$ cat src/isp_map.svh
// Constants for the serial programming host: opcodes, field positions and timing
`ifndef ISP_MAP_SVH
`define ISP_MAP_SVH

`define ISP_CLK_NS          4
`define ISP_CYC(ns)         (((ns) + `ISP_CLK_NS - 1) / `ISP_CLK_NS)
`define ISP_WAIT_W          23
`define ISP_STARTUP_NS      20000000
`define ISP_PAGE_WAIT_NS    2600000
`define ISP_EE_WAIT_NS      3600000
`define ISP_ERASE_WAIT_NS   10500000
`define ISP_FUSE_WAIT_NS    4500000
`define ISP_RST_PULSE_NS    1000
`define ISP_SCK_HALF        4
`define ISP_PH_W            3
`define ISP_FRAME_BITS      32
`define ISP_ECHO_MSB        15
`define ISP_ECHO_LSB        8

`define ISP_B1_PROG         8'hAC
`define ISP_B2_ENABLE       8'h53
`define ISP_B2_ERASE        8'h80
`define ISP_B2_LOCK         8'hE0
`define ISP_B2_FUSE_LO      8'hA0
`define ISP_B2_FUSE_HI      8'hA8
`define ISP_B2_FUSE_EXT     8'hA4
`define ISP_B2_SEL_HI       8'h08
`define ISP_B1_POLL         8'hF0
`define ISP_B1_LOAD_EXT     8'h4D
`define ISP_B1_LOAD_HI      8'h48
`define ISP_B1_LOAD_LO      8'h40
`define ISP_B1_LOAD_EE      8'hC1
`define ISP_B1_READ_HI      8'h28
`define ISP_B1_READ_LO      8'h20
`define ISP_B1_READ_EE      8'hA0
`define ISP_B1_READ_58      8'h58
`define ISP_B1_READ_50      8'h50
`define ISP_B1_READ_SIG     8'h30
`define ISP_B1_READ_CAL     8'h38
`define ISP_B1_WRITE_PAGE   8'h4C
`define ISP_B1_WRITE_EE     8'hC0
`define ISP_B1_WRITE_EE_PG  8'hC2
`define ISP_ZERO            8'h00

`endif

$ cat src/isp_pkg.sv
// Types shared by the serial programming host
package isp_pkg;

    typedef enum logic [4:0] {
        ISP_OP_ENABLE, ISP_OP_ERASE, ISP_OP_POLL, ISP_OP_LOAD_EXT,
        ISP_OP_LOAD_LO, ISP_OP_LOAD_HI, ISP_OP_LOAD_EE, ISP_OP_READ_LO,
        ISP_OP_READ_HI, ISP_OP_READ_EE, ISP_OP_READ_LOCK, ISP_OP_READ_SIG,
        ISP_OP_READ_FUSE_LO, ISP_OP_READ_FUSE_HI, ISP_OP_READ_FUSE_EXT, ISP_OP_READ_CAL,
        ISP_OP_WRITE_PAGE, ISP_OP_WRITE_EE, ISP_OP_WRITE_EE_PAGE, ISP_OP_WRITE_LOCK,
        ISP_OP_WRITE_FUSE_LO, ISP_OP_WRITE_FUSE_HI, ISP_OP_WRITE_FUSE_EXT, ISP_OP_END
    } isp_op_t;

    typedef struct packed {
        isp_op_t     op;
        logic [15:0] addr;
        logic [7:0]  data;
        logic        poll;
    } isp_cmd_t;

    typedef struct packed {
        isp_op_t     op;
        logic [7:0]  data;
        logic        echo_ok;
        logic        busy;
        logic        refused;
    } isp_rsp_t;

    typedef enum logic [2:0] {
        ISP_ST_PWRUP = 3'h0,
        ISP_ST_IDLE  = 3'h1,
        ISP_ST_SHIFT = 3'h3,
        ISP_ST_DONE  = 3'h2,
        ISP_ST_RSTP  = 3'h6
    } isp_state_t;

endpackage

$ cat src/isp_sync.sv
// Two-flop synchroniser for the serial data returned by the target
`timescale 1ns/1ps
module isp_sync (
    input  wire logic clk,
    input  wire logic rst_n,
    input  wire logic din,
    output logic      dout
);
    logic meta_q;

    always_ff @(posedge clk) begin
        if (!rst_n) begin
            meta_q <= 1'b0;
            dout   <= 1'b0;
        end else begin
            meta_q <= din;
            dout   <= meta_q;
        end
    end
endmodule // isp_sync

$ cat src/isp_wait.sv
// Down-counter for the startup, reset pulse and write wait delays
`timescale 1ns/1ps
`include "isp_map.svh"
module isp_wait (
    input  wire logic                   clk,
    input  wire logic                   rst_n,
    input  wire logic                   load,
    input  wire logic [`ISP_WAIT_W-1:0] count,
    output logic                        busy
);
    logic [`ISP_WAIT_W-1:0] cnt_q;

    always_ff @(posedge clk) begin
        if (!rst_n) begin
            cnt_q <= '0;
        end else if (load) begin
            cnt_q <= count;
        end else if (cnt_q != '0) begin
            cnt_q <= cnt_q - 1'b1;
        end
    end

    assign busy = (cnt_q != '0);
endmodule // isp_wait

$ cat src/isp_host.sv
// Serial programming host: frames instructions, drives the target pins, paces writes
`timescale 1ns/1ps
`include "isp_map.svh"
module isp_host #(
    parameter logic [`ISP_WAIT_W-1:0] STARTUP_CYC    = `ISP_WAIT_W'(`ISP_CYC(`ISP_STARTUP_NS)),
    parameter logic [`ISP_WAIT_W-1:0] PAGE_WAIT_CYC  = `ISP_WAIT_W'(`ISP_CYC(`ISP_PAGE_WAIT_NS)),
    parameter logic [`ISP_WAIT_W-1:0] EE_WAIT_CYC    = `ISP_WAIT_W'(`ISP_CYC(`ISP_EE_WAIT_NS)),
    parameter logic [`ISP_WAIT_W-1:0] ERASE_WAIT_CYC = `ISP_WAIT_W'(`ISP_CYC(`ISP_ERASE_WAIT_NS)),
    parameter logic [`ISP_WAIT_W-1:0] FUSE_WAIT_CYC  = `ISP_WAIT_W'(`ISP_CYC(`ISP_FUSE_WAIT_NS)),
    parameter logic [7:0]             UNUSED_MASK    = 8'h00
) (
    input  wire logic               clk,
    input  wire logic               rst_n,
    input  wire logic               cmd_valid,
    input  wire isp_pkg::isp_cmd_t  cmd,
    output isp_pkg::isp_rsp_t       rsp,
    output logic                    cmd_ready,
    output logic                    rsp_valid,
    output logic                    session_active,
    output logic                    target_rst_n,
    output logic                    sck,
    output logic                    mosi,
    input  wire logic               miso
);
    import isp_pkg::*;

    localparam logic [`ISP_WAIT_W-1:0] RST_PULSE_CYC = `ISP_WAIT_W'(`ISP_CYC(`ISP_RST_PULSE_NS));
    localparam logic [`ISP_PH_W-1:0]   PH_LAST       = `ISP_PH_W'(`ISP_SCK_HALF - 1);
    localparam logic [4:0]             BIT_LAST      = 5'(`ISP_FRAME_BITS - 1);

    isp_state_t             state_q;
    isp_cmd_t               cmd_q;
    isp_rsp_t               rsp_q;
    logic                   ready_q, rsp_valid_q, enabled_q, rst_out_q, sck_q, mosi_q;
    logic                   armed_q, pend_q, lo_valid_q;
    logic [5:0]             lo_addr_q;
    logic [31:0]            tx_q, rx_q;
    logic [`ISP_PH_W-1:0]   ph_q;
    logic [4:0]             bit_q;
    logic                   miso_s, wait_busy, wait_load;
    logic [`ISP_WAIT_W-1:0] wait_count;
    logic                   take, need_pwr, refuse, start, pwr_done, go, frame_end, echo_ok;
    logic                   rstp_done;
    isp_cmd_t               go_cmd;
    logic [31:0]            go_frame;

    function automatic logic is_free(input isp_op_t op);
        return (op == ISP_OP_ENABLE) || (op == ISP_OP_END);
    endfunction

    function automatic logic is_fuse_write(input isp_op_t op);
        return (op == ISP_OP_WRITE_LOCK) || (op == ISP_OP_WRITE_FUSE_LO) ||
               (op == ISP_OP_WRITE_FUSE_HI) || (op == ISP_OP_WRITE_FUSE_EXT);
    endfunction

    // Blind wait after each write kind
    function automatic logic [`ISP_WAIT_W-1:0] wait_of(input isp_op_t op);
        case (op)
            ISP_OP_WRITE_PAGE:    return PAGE_WAIT_CYC;
            ISP_OP_WRITE_EE,
            ISP_OP_WRITE_EE_PAGE: return EE_WAIT_CYC;
            ISP_OP_ERASE:         return ERASE_WAIT_CYC;
            default:              return is_fuse_write(op) ? FUSE_WAIT_CYC : '0;
        endcase
    endfunction

    // Four instruction bytes, first byte sent first
    function automatic logic [31:0] frame_of(input isp_cmd_t c);
        logic [7:0] a_hi;
        logic [7:0] a_lo;
        logic [7:0] fd;
        a_hi = c.addr[15:8];
        a_lo = c.addr[7:0];
        fd   = c.data | UNUSED_MASK;
        case (c.op)
            ISP_OP_ENABLE:    return {`ISP_B1_PROG, `ISP_B2_ENABLE, `ISP_ZERO, `ISP_ZERO};
            ISP_OP_ERASE:     return {`ISP_B1_PROG, `ISP_B2_ERASE, `ISP_ZERO, `ISP_ZERO};
            ISP_OP_POLL:      return {`ISP_B1_POLL, `ISP_ZERO, `ISP_ZERO, `ISP_ZERO};
            ISP_OP_LOAD_EXT:  return {`ISP_B1_LOAD_EXT, `ISP_ZERO, a_lo, `ISP_ZERO};
            ISP_OP_LOAD_LO:   return {`ISP_B1_LOAD_LO, `ISP_ZERO, {2'b00, a_lo[5:0]}, c.data};
            ISP_OP_LOAD_HI:   return {`ISP_B1_LOAD_HI, `ISP_ZERO, {2'b00, a_lo[5:0]}, c.data};
            ISP_OP_LOAD_EE:   return {`ISP_B1_LOAD_EE, `ISP_ZERO, {6'h00, a_lo[1:0]}, c.data};
            ISP_OP_READ_LO:   return {`ISP_B1_READ_LO, a_hi, a_lo, `ISP_ZERO};
            ISP_OP_READ_HI:   return {`ISP_B1_READ_HI, a_hi, a_lo, `ISP_ZERO};
            ISP_OP_READ_EE:   return {`ISP_B1_READ_EE, {6'h00, a_hi[1:0]}, a_lo, `ISP_ZERO};
            ISP_OP_READ_LOCK: return {`ISP_B1_READ_58, `ISP_ZERO, `ISP_ZERO, `ISP_ZERO};
            ISP_OP_READ_SIG:  return {`ISP_B1_READ_SIG, `ISP_ZERO, {6'h00, a_lo[1:0]}, `ISP_ZERO};
            ISP_OP_READ_FUSE_LO:  return {`ISP_B1_READ_50, `ISP_ZERO, `ISP_ZERO, `ISP_ZERO};
            ISP_OP_READ_FUSE_HI:  return {`ISP_B1_READ_58, `ISP_B2_SEL_HI, `ISP_ZERO, `ISP_ZERO};
            ISP_OP_READ_FUSE_EXT: return {`ISP_B1_READ_50, `ISP_B2_SEL_HI, `ISP_ZERO, `ISP_ZERO};
            ISP_OP_READ_CAL:  return {`ISP_B1_READ_CAL, `ISP_ZERO, `ISP_ZERO, `ISP_ZERO};
            ISP_OP_WRITE_PAGE: return {`ISP_B1_WRITE_PAGE, a_hi, a_lo, `ISP_ZERO};
            ISP_OP_WRITE_EE:  return {`ISP_B1_WRITE_EE, {6'h00, a_hi[1:0]}, a_lo, c.data};
            ISP_OP_WRITE_EE_PAGE:
                return {`ISP_B1_WRITE_EE_PG, {6'h00, a_hi[1:0]}, {a_lo[7:2], 2'b00}, `ISP_ZERO};
            ISP_OP_WRITE_LOCK:     return {`ISP_B1_PROG, `ISP_B2_LOCK, `ISP_ZERO, fd};
            ISP_OP_WRITE_FUSE_LO:  return {`ISP_B1_PROG, `ISP_B2_FUSE_LO, `ISP_ZERO, fd};
            ISP_OP_WRITE_FUSE_HI:  return {`ISP_B1_PROG, `ISP_B2_FUSE_HI, `ISP_ZERO, fd};
            ISP_OP_WRITE_FUSE_EXT: return {`ISP_B1_PROG, `ISP_B2_FUSE_EXT, `ISP_ZERO, fd};
            default:          return '0;
        endcase
    endfunction

    isp_sync u_miso_sync (
        .clk   (clk),
        .rst_n (rst_n),
        .din   (miso),
        .dout  (miso_s)
    );

    isp_wait u_wait (
        .clk   (clk),
        .rst_n (rst_n),
        .load  (wait_load),
        .count (wait_count),
        .busy  (wait_busy)
    );

    assign take      = cmd_valid && ready_q;
    assign need_pwr  = take && (cmd.op == ISP_OP_ENABLE) && rst_out_q;
    // Closed session refuses everything but enable and end
    assign refuse    = take && !is_free(cmd.op) &&
                       (!enabled_q || ((cmd.op == ISP_OP_LOAD_HI) &&
                        !(lo_valid_q && (lo_addr_q == cmd.addr[5:0]))));
    assign start     = take && !refuse && !need_pwr && (cmd.op != ISP_OP_END);
    assign pwr_done  = (state_q == ISP_ST_PWRUP) && armed_q && !wait_busy;
    assign rstp_done = (state_q == ISP_ST_RSTP) && armed_q && !wait_busy;
    assign go        = start || (pwr_done && pend_q);
    assign go_cmd    = start ? cmd : cmd_q;
    assign go_frame  = frame_of(go_cmd);
    assign frame_end = (state_q == ISP_ST_SHIFT) && (ph_q == PH_LAST) && sck_q &&
                       (bit_q == BIT_LAST);
    assign echo_ok   = (rx_q[`ISP_ECHO_MSB:`ISP_ECHO_LSB] == `ISP_B2_ENABLE);

    always_comb begin
        wait_load  = 1'b0;
        wait_count = '0;
        case (state_q)
            ISP_ST_PWRUP: begin
                wait_load  = !armed_q;
                wait_count = STARTUP_CYC;
            end
            ISP_ST_RSTP: begin
                wait_load  = !armed_q;
                wait_count = RST_PULSE_CYC;
            end
            ISP_ST_DONE: begin
                wait_load  = (wait_of(cmd_q.op) != '0) && !cmd_q.poll;
                wait_count = wait_of(cmd_q.op);
            end
            default: begin
                wait_load  = 1'b0;
                wait_count = '0;
            end
        endcase
    end

    always_ff @(posedge clk) begin
        if (!rst_n) begin
            state_q <= ISP_ST_PWRUP;
        end else begin
            case (state_q)
                ISP_ST_PWRUP: if (pwr_done) state_q <= pend_q ? ISP_ST_SHIFT : ISP_ST_IDLE;
                ISP_ST_IDLE: begin
                    if (go) begin
                        state_q <= ISP_ST_SHIFT;
                    end else if (need_pwr) begin
                        state_q <= ISP_ST_PWRUP;
                    end
                end
                ISP_ST_SHIFT: if (frame_end) state_q <= ISP_ST_DONE;
                ISP_ST_DONE: begin
                    // Bad echo means the link slipped a bit
                    if ((cmd_q.op == ISP_OP_ENABLE) && !echo_ok) begin
                        state_q <= ISP_ST_RSTP;
                    end else begin
                        state_q <= ISP_ST_IDLE;
                    end
                end
                ISP_ST_RSTP: if (rstp_done) state_q <= ISP_ST_PWRUP;
                default: state_q <= ISP_ST_IDLE;
            endcase
        end
    end

    always_ff @(posedge clk) begin
        if (!rst_n) begin
            armed_q <= 1'b0;
            pend_q  <= 1'b0;
            cmd_q   <= '0;
        end else begin
            if (wait_load && (state_q != ISP_ST_DONE)) begin
                armed_q <= 1'b1;
            end else if (pwr_done || rstp_done) begin
                armed_q <= 1'b0;
            end
            if (need_pwr) begin
                pend_q <= 1'b1;
            end else if (pwr_done) begin
                pend_q <= 1'b0;
            end
            if (take) cmd_q <= cmd;
        end
    end

    // Target reset pin and session state
    always_ff @(posedge clk) begin
        if (!rst_n) begin
            rst_out_q <= 1'b0;
            enabled_q <= 1'b0;
        end else if (take && (cmd.op == ISP_OP_END)) begin
            rst_out_q <= 1'b1;
            enabled_q <= 1'b0;
        end else if (need_pwr || rstp_done) begin
            rst_out_q <= 1'b0;
        end else if ((state_q == ISP_ST_DONE) && (cmd_q.op == ISP_OP_ENABLE)) begin
            rst_out_q <= !echo_ok;
            enabled_q <= echo_ok;
        end
    end

    // Low-before-high bookkeeping for page loads
    always_ff @(posedge clk) begin
        if (!rst_n) begin
            lo_valid_q <= 1'b0;
            lo_addr_q  <= '0;
        end else if (state_q == ISP_ST_DONE) begin
            if (cmd_q.op == ISP_OP_LOAD_LO) begin
                lo_valid_q <= 1'b1;
                lo_addr_q  <= cmd_q.addr[5:0];
            end else if ((cmd_q.op == ISP_OP_WRITE_PAGE) || (cmd_q.op == ISP_OP_ERASE) ||
                         (cmd_q.op == ISP_OP_LOAD_HI)) begin
                lo_valid_q <= 1'b0;
            end
        end
    end

    // Shifter: change data while clock low, sample just before falling edge
    always_ff @(posedge clk) begin
        if (!rst_n) begin
            sck_q  <= 1'b0;
            mosi_q <= 1'b0;
            tx_q   <= '0;
            rx_q   <= '0;
            ph_q   <= '0;
            bit_q  <= '0;
        end else if (go) begin
            tx_q   <= go_frame;
            mosi_q <= go_frame[31];
            sck_q  <= 1'b0;
            ph_q   <= '0;
            bit_q  <= '0;
        end else if (state_q == ISP_ST_SHIFT) begin
            if (ph_q != PH_LAST) begin
                ph_q <= ph_q + 1'b1;
            end else begin
                ph_q <= '0;
                if (!sck_q) begin
                    sck_q <= 1'b1;
                end else begin
                    // Target moved its bit at the last falling edge; sync delay fits the half
                    sck_q  <= 1'b0;
                    rx_q   <= {rx_q[30:0], miso_s};
                    tx_q   <= {tx_q[30:0], 1'b0};
                    mosi_q <= (bit_q == BIT_LAST) ? 1'b0 : tx_q[30];
                    bit_q  <= bit_q + 1'b1;
                end
            end
        end
    end

    // Command acceptance and answers
    always_ff @(posedge clk) begin
        if (!rst_n) begin
            ready_q     <= 1'b0;
            rsp_valid_q <= 1'b0;
            rsp_q       <= '0;
        end else begin
            ready_q     <= (state_q == ISP_ST_IDLE) && !wait_busy && !take;
            rsp_valid_q <= 1'b0;
            if (state_q == ISP_ST_DONE) begin
                rsp_valid_q     <= 1'b1;
                rsp_q.op        <= cmd_q.op;
                rsp_q.data      <= rx_q[7:0];
                rsp_q.echo_ok   <= echo_ok;
                rsp_q.busy      <= (cmd_q.op == ISP_OP_POLL) && rx_q[0];
                rsp_q.refused   <= 1'b0;
            end else if (refuse || (take && (cmd.op == ISP_OP_END))) begin
                rsp_valid_q     <= 1'b1;
                rsp_q.op        <= cmd.op;
                rsp_q.data      <= '0;
                rsp_q.echo_ok   <= 1'b0;
                rsp_q.busy      <= 1'b0;
                rsp_q.refused   <= refuse;
            end
        end
    end

    assign cmd_ready      = ready_q;
    assign rsp_valid      = rsp_valid_q;
    assign rsp            = rsp_q;
    assign session_active = enabled_q;
    assign target_rst_n   = rst_out_q;
    assign sck            = sck_q;
    assign mosi           = mosi_q;

    // Helper: cycles with target reset held low, and clock rises per frame
    logic [`ISP_WAIT_W-1:0] since_q;
    logic [5:0]             rises_q;
    always_ff @(posedge clk) begin
        if (!rst_n || rst_out_q) begin
            since_q <= '0;
        end else if (since_q != STARTUP_CYC) begin
            since_q <= since_q + 1'b1;
        end
    end
    always_ff @(posedge clk) begin
        if (!rst_n || go) begin
            rises_q <= '0;
        end else if ((state_q == ISP_ST_SHIFT) && !sck_q && (ph_q == PH_LAST)) begin
            rises_q <= rises_q + 1'b1;
        end
    end
endmodule // isp_host

$ cat config.mk
export PLATFORM = sky130hd
export DESIGN_NAME = isp_host
export DESIGN_NICKNAME = d
export VERILOG_FILES = /design/src/isp_pkg.sv /design/src/isp_sync.sv /design/src/isp_wait.sv /design/src/isp_host.sv
export VERILOG_INCLUDE_DIRS = /design/src
export SDC_FILE = /design/constraint.sdc
export NUM_CORES = 1
export LEC_CHECK = 0
export ABC_AREA = 1
export BUFFER_PORTS_ARGS = -buffer_cell sky130_fd_sc_hd__buf_2
export CAP_MARGIN = 20
export CELL_PAD_IN_SITES_DETAIL_PLACEMENT = 0
export CELL_PAD_IN_SITES_GLOBAL_PLACEMENT = 2
export CORE_MARGIN = 2
export CORE_UTILIZATION = 34
export DETAILED_ROUTE_END_ITERATION = 8
export MAX_ROUTING_LAYER = met4
export PLACE_DENSITY_LB_ADDON = 0.1
export SYNTH_ARGS = -nofsm -noshare
export SYNTH_HDL_FRONTEND = slang
export SYNTH_SLANG_ARGS = --single-unit
$ cat constraint.sdc
create_clock -name clk -period 2.25 [get_ports clk]
set_input_delay 0.225 -clock clk [delete_from_list [all_inputs] [get_ports clk]]
set_output_delay 0.225 -clock clk [all_outputs]
set_load 0.02 [all_outputs]
==> metrics.txt <==
Core Rows 54; Gate Count Post-Synth between 1000 and 1500; Max-cap violations 0; Yosys top cell by area dfxtp_1; Area Growth Syn to Fin 33.7%; failing checks setup timing; hold crit path type input pin to flip-flop; worst-margin pin slew approximately 470 ps; clock sinks approximately 140; Fmax achieved between 400 and 500 MHz; Yosys reg bits ~140; Clock Power Share 0.483; Yosys Warn Count 0; NetSw 1.63 mW; Clock Skew ~23 ps; Die Width ~150 um; gp weighted congestion approximately 0.86; largest net degree at the start of global routing a little under 80; Global Route Usage Sum 0.214; worst setup margin -64.3 ps; LEAKAGE roughly 4.4 nW; Startpoint Class flip-flop; Comb power frac 0.086; Setup crit end kind flip-flop; Fin Hold WS around 46 ps; via count a little under 8000; total CTS buffers 17; Sw Ratio 0.269; Int Power around 4.4 mW; Via density between 4 and 5; final hold vios 0; CP max FO 5; Async SR Flop Fraction 0; nets@finish 1324; synth top area cells dfxtp_1 (38%), nand2_1 (9.1%), o21ai_0 (9.0%); antenna violations before repair 0; Fillers approximately 2300; top cell type's share of synthesized area 0.375; input/output buffers between 50 and 60; Worst EP required ~2600 ps; share of cells above drive strength 1 0.296; total congestion overflow 0; drt wl/cell 15.2 um; Final Cycle Share 1.03; H-tree levels 4; n_diodes 0; Starting DRT DRC Count 437; core area about 0.022 mm^2; Ports 56; RSZ-0062 raised after global routing yes; Crit Path Class flip-flop to flip-flop; CP arrival between 2000 and 3000 ps; net count after synthesis 1142; Peak VDD IR about 0.33 mV; Final Non-Filler Cells around 1600; predominant post-synthesis flop cell dfxtp_1; DRC Markers 0; number of synthesized flops with an enable pin 0; final core utilization 0.466; dominant cell by count in the synthesized netlist nand2_1; status finished with violations; Placed Cells roughly 1500; first-pass GRT wire length between 40000 and 50000 um; Routed Antenna Nets 0; Commonest cells post-synth nand2_1 (187), dfxtp_1 (144), nor2_1 (138), o21ai_0 (138), a21oi_1 (108); Starting Density 0.349; Pre-antenna DRT Iters 5; slew margin rel. 0.688; Root Driver clkbuf_16; Clk Latency, worst-skew pair between 400 and 500 ps; Clock transition at path regs approximately 70 ps; Design Area, Final ~0.010 mm^2; Die ar. 0.0238 mm^2; Max Slew Vio Count 0; Placed Area about 0.009 mm^2; vias in the first global route roughly 7500; HPWL after DPL around 17000 um; register area share after synthesis 0.375; Tmin final between 2000 and 2500 ps; sequential power share 0.431; Clock Tree Buf Depth 2; Die H approximately 150 um; endpoints failing setup 8; CTS tree yes; syn_area_per_cell 6.96 um^2; Netlist cell types 47; Mapped Area approximately 0.0077 mm^2; final WL 24000 um; Pwr Density approximately 600 mW/mm^2
metrics by stage:
step | setup slack, ps | power (mW) | setup TNS (ps)
final | -64.3 | 6.05 | -153
after global routing | -263 | 6.30 | -6750
after CTS | -42.9 | 6.12 | -502
after detailed placement | -203 | 3.17 | -3360
after global placement | -235 | 3.17 | -3560
after floorplan | 34.7 | 2.93 | 0
sequential cells by signal, summed over array words and instances (netlist names):
register and count:
armed_q 1, bit_q 5, cmd_q 30, cmd_ready 1, lo_addr_q 6, lo_valid_q 1, mosi 1, pend_q 1
ph_q 3, rsp 16, rsp_valid 1, rx_q 16, sck 1, session_active 1, state_q 3, target_rst_n 1
tx_q 31, u_miso_sync.dout 1, u_miso_sync.meta_q 1, u_wait.cnt_q 23
kinds of logic (layout without fill, tap and decap cells):
group | after synthesis | in the layout | synth area share
AO/OA/AOI/OAI | 285 | 285 | 0.200
XOR/XNOR | 18 | 18 | 0.0205
adder cells (fa/ha/maj) | 4 | 4 | 0.00652
buffers and inverters | 149 | 342 | 0.0846
flip-flops | 144 | 144 | 0.375
multiplexers | 15 | 15 | 0.0215
AND/OR/NAND/NOR | 489 | 491 | 0.291
critical path, stage by stage, from the launching register on:
cell and delay, ps:
dfxtp_2 330, inv_2 40, nand2_1 50, nand2_1 40, inv_1 40, nand2_1 40
nor2_1 90, nand2_1 60, nand2_1 70, nand2_2 80, nand2_8 140, nand2_8 100
nand2_4 90, o21ai_4 60, buf_6 130, nor2_4 210, buf_6 170, nand3_2 50
nand2_1 70, nor2_1 40, nand3_1 110, nand2_1 80, a21oi_2 140
final cells by class:
cell class,instances,area [um^2],share of cell area
Timing Repair Buffer,217,1590,0.154
Tap cell,280,350,0.0341
Multi-Input combinational cell,813,4480,0.437
Sequential cell,144,2890,0.281
Clock buffer,18,439,0.0428
Clock inverter,14,165,0.0161
Inverter,93,355,0.0346
path summary, 6_finish.rpt:
kind                      startpoint               end  slack [ps]  depth (start not counted)
setup / recovery        lo_addr_q[1]          tx_q[10]         -60                         22
hold / removal                cmd[8]          cmd_q[8]          50                          3
setup reg to reg        lo_addr_q[1]          tx_q[10]         -60                         22
hold reg to reg   u_miso_sync.meta_q  u_miso_sync.dout         410                          2
cells in the final DEF (no fill, tap or decap), types with 4 or more instances in the layout:
master | Yosys | layout
o21ai_2 | 5 | 5
nand2_1 | 187 | 174
nand3_1 | 92 | 81
xnor2_1 | 7 | 7
buf_6 | 4 | 11
ha_1 | 4 | 4
a21oi_2 | 0 | 10
inv_6 | 0 | 4
nor4_1 | 7 | 6
a31oi_1 | 8 | 8
nand2_4 | 4 | 9
dfxtp_2 | 0 | 4
inv_2 | 7 | 8
nor3_1 | 12 | 10
xor2_1 | 11 | 11
inv_1 | 82 | 80
o2111ai_1 | 6 | 6
nand2_8 | 2 | 5
dfxtp_1 | 144 | 140
nand2_2 | 12 | 19
nand4_1 | 6 | 6
mux2_2 | 12 | 12
buf_4 | 8 | 146
clkbuf_16 | 0 | 17
o21ai_4 | 2 | 7
buf_12 | 1 | 4
nand3_2 | 9 | 19
o21ai_1 | 5 | 7
nor2_1 | 138 | 125
nor2_2 | 6 | 18
a21oi_1 | 108 | 98
nor2_4 | 7 | 8
buf_2 | 8 | 55
o21ai_0 | 138 | 131
power by group through the flow:
| stage | sequential [mW] | combinational (mW) | clock [mW] |
|---|---|---|---|
| 2_1_floorplan | 2.67 | 0.262 | 0 |
| 3_3_place_gp | 2.67 | 0.509 | 0 |
| 3_5_place_dp | 2.66 | 0.504 | 0 |
| 4_1_cts | 2.61 | 0.511 | 3.00 |
| 5_1_grt | 2.61 | 0.579 | 3.11 |
| 6_report | 2.61 | 0.519 | 2.93 |
repair_timing:
item | 4_1_cts | 5_1_grt
setup endpoints to repair | 29 | 73
hold buffers | 1 | 0
resized for setup | 44 | 57
buffers inserted | 15 | 8
gates cloned | 3 | 0
endpoints found under the hold margin | 1 | 0
pin swaps | 17 | 26
layer usage:
layer	track usage	routed length, um	vias up
li1	-	-	4062
met1	0.314	12800	3576
met2	0.312	10400	102
met3	0.0317	635	14
met4	0.0467	187	0
met5	-	0	-
No activity file was read; power rests on OpenSTA's default activity.
